--- src/rtl/tlih_map.svh ---
`ifndef TLIH_MAP_SVH
`define TLIH_MAP_SVH
`define TLIH_OFS_PEND_HIGH 12'h000
`define TLIH_OFS_PEND_MID 12'h004
`define TLIH_OFS_PEND_LOW 12'h008
`define TLIH_OFS_EN_HIGH 12'h00c
`define TLIH_OFS_EN_MID 12'h010
`define TLIH_OFS_EN_LOW 12'h014
`define TLIH_OFS_TOP_CODE 12'h018
`define TLIH_OFS_SUMMARY 12'h01c
`define TLIH_RST_PEND 8'h00
`define TLIH_RST_EN 8'h00
`define TLIH_CODE_NONE 8'hff
`define TLIH_SUM_HIGH_BIT 2
`define TLIH_SUM_MID_BIT 1
`define TLIH_SUM_LOW_BIT 0
`endif

--- src/rtl/tlih_pkg.sv ---
package tlih_pkg;
   typedef struct packed {
      logic [7:0] high;
      logic [7:0] mid;
      logic [7:0] low;
   } tlih_levels_s;
   typedef enum logic [1:0] {
      TLIH_IDLE = 2'b00,
      TLIH_WRITE = 2'b01,
      TLIH_READ = 2'b10
   } tlih_phase_e;
endpackage

--- src/rtl/tlih_handler.sv ---
// Added by the designer: the AHB-Lite register port and the address map.
`timescale 1ns/1ps
`default_nettype none
`include "tlih_map.svh"

// Operation
// - Twenty-four sources are taken in as three priority levels of eight each.
// - Every source passes a two-stage synchroniser on the system clock before edge detection.
// - A source that rises raises a stored request that holds until it is cleared.
// - High, mid and low levels drive request lines 0, 1 and 2 respectively.
// - A pending flag sets only on a rising sampled edge while its enable bit is 1.
// - Writing 1 to a pending bit clears it and writing 0 leaves it alone.
// - Reset clears every pending flag and every enable bit.
// - The top code gives the highest pending interrupt number, or all ones when none.
// - The summary shows high, mid and low pending on bits 2, 1 and 0, upper bits zero.
// - High flag bits 7 to 0 are interrupts 23 to 16.
// - Mid flag bits 7 to 0 are interrupts 15 to 8.
// - Low flag bits 7 to 0 are interrupts 7 to 0.
// - Enable registers map like the flags, 1 enables, and reset to zero.
module tlih_handler (
   input wire logic hclk,
   input wire logic hresetn,
   input wire logic hsel,
   input wire logic [11:0] haddr,
   input wire logic [1:0] htrans,
   input wire logic hwrite,
   input wire logic [2:0] hsize,
   input wire logic [31:0] hwdata,
   input wire logic hready,
   output logic [31:0] hrdata,
   output logic hreadyout,
   output logic hresp,
   input wire logic [23:0] irq_src,
   output logic cpu_request_line_0,
   output logic cpu_request_line_1,
   output logic cpu_request_line_2
);

   ////////////////////////////////////////////////////////////////////////////
   logic [23:0] sync1_reg, sync2_reg, prev_reg;
   logic [23:0] sync1_next, sync2_next, prev_next;
   logic [23:0] rise;

   always_comb begin
      sync1_next = irq_src;
      sync2_next = sync1_reg;
      prev_next = sync2_reg;
   end

   always_ff @(posedge hclk or negedge hresetn) begin
      if (!hresetn) begin
         sync1_reg <= 24'h000000;
         sync2_reg <= 24'h000000;
         prev_reg <= 24'h000000;
      end else begin
         sync1_reg <= sync1_next;
         sync2_reg <= sync2_next;
         prev_reg <= prev_next;
      end
   end

   assign rise = sync2_reg & ~prev_reg;

   ////////////////////////////////////////////////////////////////////////////
   // Bus address phase capture
   tlih_pkg::tlih_phase_e phase_reg, phase_next;
   logic [11:0] addr_reg, addr_next;

   always_comb begin
      phase_next = tlih_pkg::TLIH_IDLE;
      addr_next = addr_reg;
      if (hsel && hready && htrans[1]) begin
         phase_next = hwrite ? tlih_pkg::TLIH_WRITE : tlih_pkg::TLIH_READ;
         addr_next = haddr;
      end
   end

   always_ff @(posedge hclk or negedge hresetn) begin
      if (!hresetn) begin
         phase_reg <= tlih_pkg::TLIH_IDLE;
         addr_reg <= 12'h000;
      end else begin
         phase_reg <= phase_next;
         addr_reg <= addr_next;
      end
   end

   ////////////////////////////////////////////////////////////////////////////
   tlih_pkg::tlih_levels_s pend_reg, pend_next, en_reg, en_next;
   tlih_pkg::tlih_levels_s clr;
   logic wr;

   always_comb begin
      wr = (phase_reg == tlih_pkg::TLIH_WRITE);
      clr = '0;
      en_next = en_reg;
      if (wr) begin
         case (addr_reg)
            `TLIH_OFS_PEND_HIGH: clr.high = hwdata[7:0];
            `TLIH_OFS_PEND_MID: clr.mid = hwdata[7:0];
            `TLIH_OFS_PEND_LOW: clr.low = hwdata[7:0];
            `TLIH_OFS_EN_HIGH: en_next.high = hwdata[7:0];
            `TLIH_OFS_EN_MID: en_next.mid = hwdata[7:0];
            `TLIH_OFS_EN_LOW: en_next.low = hwdata[7:0];
            default: clr = '0;
         endcase
      end
      // Set wins over a same-cycle clear so no edge is lost
      pend_next = (pend_reg & ~clr) | (rise & en_reg);
   end

   always_ff @(posedge hclk or negedge hresetn) begin
      if (!hresetn) begin
         pend_reg <= {3{`TLIH_RST_PEND}};
         en_reg <= {3{`TLIH_RST_EN}};
      end else begin
         pend_reg <= pend_next;
         en_reg <= en_next;
      end
   end

   ////////////////////////////////////////////////////////////////////////////
   // Code and summary are registered so a read sees a settled value
   logic [7:0] code_reg, code_next;
   logic [2:0] sum_reg, sum_next;

   always_comb begin
      code_next = `TLIH_CODE_NONE;
      for (int i = 0; i < 24; i++) begin
         if (pend_next[i]) begin
            code_next = 8'(i);
         end
      end
      sum_next = 3'h0;
      sum_next[`TLIH_SUM_HIGH_BIT] = |pend_next.high;
      sum_next[`TLIH_SUM_MID_BIT] = |pend_next.mid;
      sum_next[`TLIH_SUM_LOW_BIT] = |pend_next.low;
   end

   always_ff @(posedge hclk or negedge hresetn) begin
      if (!hresetn) begin
         code_reg <= `TLIH_CODE_NONE;
         sum_reg <= 3'h0;
         cpu_request_line_0 <= 1'b0;
         cpu_request_line_1 <= 1'b0;
         cpu_request_line_2 <= 1'b0;
      end else begin
         code_reg <= code_next;
         sum_reg <= sum_next;
         cpu_request_line_0 <= sum_next[`TLIH_SUM_HIGH_BIT];
         cpu_request_line_1 <= sum_next[`TLIH_SUM_MID_BIT];
         cpu_request_line_2 <= sum_next[`TLIH_SUM_LOW_BIT];
      end
   end

   ////////////////////////////////////////////////////////////////////////////
   // Read data is registered at the address phase; zero wait states
   logic [31:0] rdata_next;

   always_comb begin
      rdata_next = 32'h00000000;
      if (hsel && hready && htrans[1] && !hwrite) begin
         case (haddr)
            `TLIH_OFS_PEND_HIGH: rdata_next[7:0] = pend_reg.high;
            `TLIH_OFS_PEND_MID: rdata_next[7:0] = pend_reg.mid;
            `TLIH_OFS_PEND_LOW: rdata_next[7:0] = pend_reg.low;
            `TLIH_OFS_EN_HIGH: rdata_next[7:0] = en_reg.high;
            `TLIH_OFS_EN_MID: rdata_next[7:0] = en_reg.mid;
            `TLIH_OFS_EN_LOW: rdata_next[7:0] = en_reg.low;
            `TLIH_OFS_TOP_CODE: rdata_next[7:0] = code_reg;
            `TLIH_OFS_SUMMARY: rdata_next[7:0] = {5'h00, sum_reg};
            default: rdata_next = 32'h00000000;
         endcase
      end
   end

   always_ff @(posedge hclk or negedge hresetn) begin
      if (!hresetn) begin
         hrdata <= 32'h00000000;
         hreadyout <= 1'b1;
         hresp <= 1'b0;
      end else begin
         hrdata <= rdata_next;
         hreadyout <= 1'b1;
         hresp <= 1'b0;
      end
   end
endmodule
`default_nettype wire

--- config.mk ---
export PLATFORM = sky130hd
export DESIGN_NAME = tlih_handler
export DESIGN_NICKNAME = d
export VERILOG_FILES = /design/src/rtl/tlih_pkg.sv /design/src/rtl/tlih_handler.sv
export VERILOG_INCLUDE_DIRS = /design/src /design/src/rtl
export SDC_FILE = /design/constraint.sdc
export NUM_CORES = 1
export LEC_CHECK = 0
export BUFFER_PORTS_ARGS = -buffer_cell sky130_fd_sc_hd__buf_4
export CORE_MARGIN = 3
export CORE_UTILIZATION = 40
export DETAILED_ROUTE_END_ITERATION = 6
export GPL_ROUTABILITY_DRIVEN = 0
export SKIP_CTS_REPAIR_TIMING = 1
export SLEW_MARGIN = 20
export SYNTH_ARGS = -nofsm -noshare
export SYNTH_HDL_FRONTEND = slang
export SYNTH_SLANG_ARGS = --single-unit
--- constraint.sdc ---
create_clock -name hclk -period 6.2 [get_ports hclk]
set_clock_uncertainty 0.15 [all_clocks]
set_input_delay 0.31 -clock hclk [delete_from_list [all_inputs] [get_ports hclk]]
set_output_delay 0.31 -clock hclk [all_outputs]
set_load 0.01 [all_outputs]
; ---- Word-level counts from Yosys, hierarchy flattened
; Index checks and enable logic that the tools add are counted.
[totals]
register_bits = 180
output_inout_bits = 37
[op_classes]
eq_ne = 13
n_mux = 32
bitwise_logic = 6
n_reduce_logical = 12
[ops]
columns = op, count
row1 = $mux W8, 28
row2 = $and A24 B24 Y24, 3
row3 = $eq A12 B5 Y1 const B, 6
row4 = $pmux W8 S8, 1
row5 = $eq A12 B4 Y1 const B, 4
row6 = $not A24 Y24, 2
row7 = $eq A12 B3 Y1 const B, 2
row8 = $logic_not A12 Y1, 2
row9 = $mux W24, 1
row10 = $or A24 B24 Y24, 1
row11 = $reduce_or A8 Y1, 3
row12 = $reduce_and A2 Y1, 3
row13 = $mux W2, 2
row14 = $logic_and A1 B1 Y1, 3
row15 = $eq A2 B1 Y1 const B, 1
row16 = $logic_not A1 Y1, 1

; ---- Longest topological paths before layout
[logic_depth]
word_depth = 30
depth_mapped = 9

; ---- Worst setup path before layout
; Ideal clock, no wire load.
[synth_path]
kind = register -> register
start = reg addr_reg[1]
end = reg code_reg[6]
arrival_ns = 2.202
t_required_ns = 5.983
slack_ns = 3.781
stages_incl_launch_ff = 8
period_less_slack_ns = 2.419
path_cell_list = dfrtp_1 > nor4_4 > nand4_1 > a211o_1 > or4b_4 > nor4_4 > nand2b_1 > nor2_1
[synth_lines]
columns = item, line
row1 = from (decl), tlih_handler.sv:67  ; logic [11:0] addr_reg, addr_next;
row2 = from (signal assigned), tlih_handler.sv:84  ; addr_reg <= addr_next;
row3 = to (signal assigned), tlih_handler.sv:142  ; code_reg <= `TLIH_CODE_NONE;
row4 = to (signal assigned), tlih_handler.sv:148  ; code_reg <= code_next;
row5 = to (decl), tlih_handler.sv:124  ; logic [7:0] code_reg, code_next;

; ---- Worst setup path after layout
[layout_path]
start = in haddr[9]
end = reg hrdata[6]
[layout_via]
elab_chain_cells = 3
word_cells_on_any_way = 10
[layout_rtl]
columns = item, line
row1 = from (decl), tlih_handler.sv:24  ; input wire logic [11:0] haddr,
row2 = "$eq A12 B5 Y1, or another cell as far along", tlih_handler.sv:163  ; case (haddr)
row3 = $pmux W8 S8 *, tlih_handler.sv:163
row4 = $mux W8 *, tlih_handler.sv:162  ; if (hsel && hready && htrans[1] && !hwrite) begin
row5 = named net rdata_next[6], tlih_handler.sv:158  ; logic [31:0] rdata_next;
row6 = to (signal assigned), tlih_handler.sv:183  ; hrdata <= rdata_next;
row7 = to (decl), tlih_handler.sv:30  ; output logic [31:0] hrdata,
; Mark *: on every way through the listed nets, which the timed path passes. The rest lies on a longest branch.
; A chain may end at the register's enable or synchronous reset.

==> impl_metrics.csv <==
group,metric,value,unit
outcome,status,"completed",
routing,vias,3991,
timing,relSlewSlack,42.6,%
power,power_frac_clock,46.1,%
yosys,synth_seq_cells,151,
clock_network,clk_pin_slew,0.06,ns
power,pwr_density_cell,297,mW/mm²
routing,ant_nets,0,
power,seqPwrFrac,47.7,%
yosys,ys.flop_type,"dfrtp_1",
global_routing,overflow,0,
timing,rsz0062_at_grt,"false",
routing,firstDrtPassIters,4,
die,start_util,40.9,%
power,switchingPower,531,µW
timing,fin_setup_tns,0,ns
die,io_pins,115,
worst_setup_path,crit_start,"haddr[9]",
layout,n_antenna_cell,0,
power,p_int,1700,µW
worst_setup_path,critPathRequiredTime,6.36,ns
worst_setup_path,cp.buffers_inverters,2,
die,die_y,128,µm
clock_network,cts_root_buffer,"clkbuf_16",
clock_network,clock_latency,0.42,ns
die,core-area,0.0146,mm²
layout,stdcell_area,0.00751,mm²
worst_setup_path,worst-setup-path-type,"primary input to register",
power,combinationalPowerShare,6.2,%
worst_setup_path,crit_path_end_kind,"register",
worst_setup_path,r2r-start,"addr_reg[5]",
yosys,synth_area_leader_cell,"dfrtp_1",
worst_setup_path,crit_chain,"dlygate4sd3_1 -> buf_4 -> nor4_1 -> nand2_1 -> nor4_2 -> nor2b_1 -> and3b_1 -> a22oi_1 -> a31oi_1",
job,maxCapViolations,0,
yosys,synth_area,0.00597,mm²
layout,drive_gt1_share,26.0,%
placed_design,dpl_cell_area,0.00653,mm²
clock_network,clkSinkCount,151,
worst_setup_path,crit_fanout,7,
die,fp.dieW,128,µm
global_routing,antenna_found_initial,0,
clock_network,cts_tree,"built",
clock_network,clk_path_buf_depth,2,
yosys,synthCells,467,
timing,hold_violations,0,
routing,postRouteWirelength,13700,µm
global_routing,grt_max_degree,87,
worst_setup_path,critPathMaxStageDelay,0.68,ns
routing,dr.first_iter.drc_count,256,
timing,worst_pin_slew,0.859,ns
yosys,yosys-top-cells-area,"dfrtp_1 (61%), mux2_2 (5.8%), buf_4 (3.3%), nand2_1 (2.8%), dfstp_2 (2.6%)",
clock_network,numCtsBuffers,17,
routing,routed_via_density,5.17,
worst_setup_path,cp.arrival,3.38,ns
timing,hold_ws,0.00159,ns
yosys,yosys.cell_types.count,63,
routing,routedWlPerCell,17.8,µm
worst_setup_path,cp-start-kind,"primary input",
yosys,synth_top_area_share,60.8,%
global_routing,grt_usage,17.3,%
global_routing,grt_pass1_wl,21100,µm
placed_design,dp_hpwl,9100,µm
clock_network,htree_levels,4,
layout,fin_nets,653,
timing,setup_viol,0,
worst_setup_path,critical-path-slowest-cell,"nor2b_1",
timing,clock.fmax,311,MHz
timing,finalMaxSlewViolations,0,
power,cellLeakagePower,0.00318,µW
die,row_count,44,
yosys,ys_warn_count,0,
layout,area_delta_synth_final,25.9,%
hold_path,hold_path_class,"primary input to register",
timing,timing.final.crit_share,51.9,%
yosys,synth_edf_count,0,
yosys,synth.avg_cell_area,12.8,µm²
yosys,synth-async-reset-ratio,100,%
die,die-area,0.0164,mm²
timing,finalCriticalPeriod,3.22,ns
power,swShare,23.8,%
routing,drc_errors,0,
yosys,synth.yosys.seq_area_share,63.4,%
global_routing,grt_pass1_vias,3736,
hold_path,min_from,"hwdata[6]",
worst_setup_path,crit_family,"simple AND/OR/NAND/NOR gates",
placed_design,portBuffers,60,
power,max-vdd-ir-drop,360,µV
[layer usage]
| metal | GRT usage, % | vias to the layer above | routed length, µm |
|---|---|---|---|
| met5 | 0 | - | 0 |
| met4 | 6.49 | 0 | 167 |
| met3 | 4.79 | 12 | 755 |
| met2 | 26.6 | 129 | 6590 |
| met1 | 23.5 | 1998 | 6210 |
| li1 | - | 1852 | - |
[cell families (layout without fill, tap and decap cells)]
logic type / count (synthesis) / count (layout) / synth area share, %
buf+inv: 55 / 152 / 5.09
compound gates: 95 / 95 / 11.2
other cells: 2 / 26 / 0.126
mux: 40 / 40 / 7.99
flops: 151 / 151 / 63.4
simple gates: 124 / 124 / 12.2
[power groups by stage]
stage | clock network, µW | registers, µW | logic (µW)
after CTS | 1050 | 1060 | 119
after global placement | 0 | 1080 | 116
after detailed placement | 0 | 1080 | 119
after floorplan | 0 | 1070 | 75.7
after global routing | 1090 | 1070 | 154
final | 1030 | 1060 | 137
[stage by stage]
stage               setup WS, ns  total power, µW  utilization [%]  cells
finish                      2.98             2230             51.5    772
global route                2.85             2320             51.5    772
CTS                         3.22             2230             48.9    734
detailed placement          3.10             1200             44.8    702
global placement            3.05             1200             44.8    702
floorplan                   3.78             1150                -    491
[synth_stat cells (all sizes together), types with 2 or more instances]
cell type and instances:
a31oi 5, and3b 2, or4b 2, nor4 9, clkbuf 8, nor4bb 2, mux2i 6, buf 28
a21bo 4, and2 2, o22ai 2, or4 3, a32oi 2, mux2 31, o31ai 3, conb 2
nand2 44, a211oi 4, inv 19, nor2b 4, nor2 25, dfstp 6, dfrtp 145, a2bb2oi 3
a22oi 12, nand4 9, a21oi 14, nand2b 2, o221ai 2, o21ai 24, o2bb2ai 7, nor3 3
nand3b 3, nor4b 2, mux4 3, nor3b 3, nand3 7
[placed cells by master (no fill, tap or decap), types with 5 or more instances in the layout]
master         Yosys  final
nand2_1           44     44
nand3_1            7      7
mux2i_1            6      6
mux2_2            31     31
o21ai_1            7      7
nor4_4             5      5
o2bb2ai_1          7      7
dfrtp_1          145    145
nand4_1            9      9
a31oi_1            5      5
a22oi_1           12     12
dlygate4sd3_1      0     38
conb_1             2     26
inv_1             18     18
clkbuf_16          0     17
buf_4             26     61
o21ai_0           17     17
a21oi_1           13     13
dfstp_2            6      6
nor2_1            25     24
[final timing paths]
check | slack, ns | endpoint | depth (start not counted)
max | 2.98 | hrdata[6] | 9
max reg2reg | 3.27 | code_reg[3] | 8
min | 0.002 | en_reg[6] | 2
min in group asynchronous | 0.28 | addr_reg[6] | 2
min reg2reg | 0.19 | prev_next[17] | 0
max in group asynchronous | 4.47 | pend_reg[3] | 3
[area by class of cell]
class / instances / area, µm²
tap: 184 / 230
fill: 1260 / 7070
multi-input combinational: 285 / 1970
timing repair buffer: 101 / 861
inverter: 19 / 71.3
clock inverter: 15 / 169
clock buffer: 17 / 425
sequential: 151 / 3790
[worst reg2reg max path, stage by stage, from the launching register on]
cell     delay (ns)
dfrtp_1        0.44
or4_1          0.62
nor4_4         0.54
nand2_1        0.13
a21oi_2        0.20
inv_2          0.09
nor4_4         0.30
nand2_1        0.16
a21oi_1        0.21
Power figures use the tool's default switching activity.
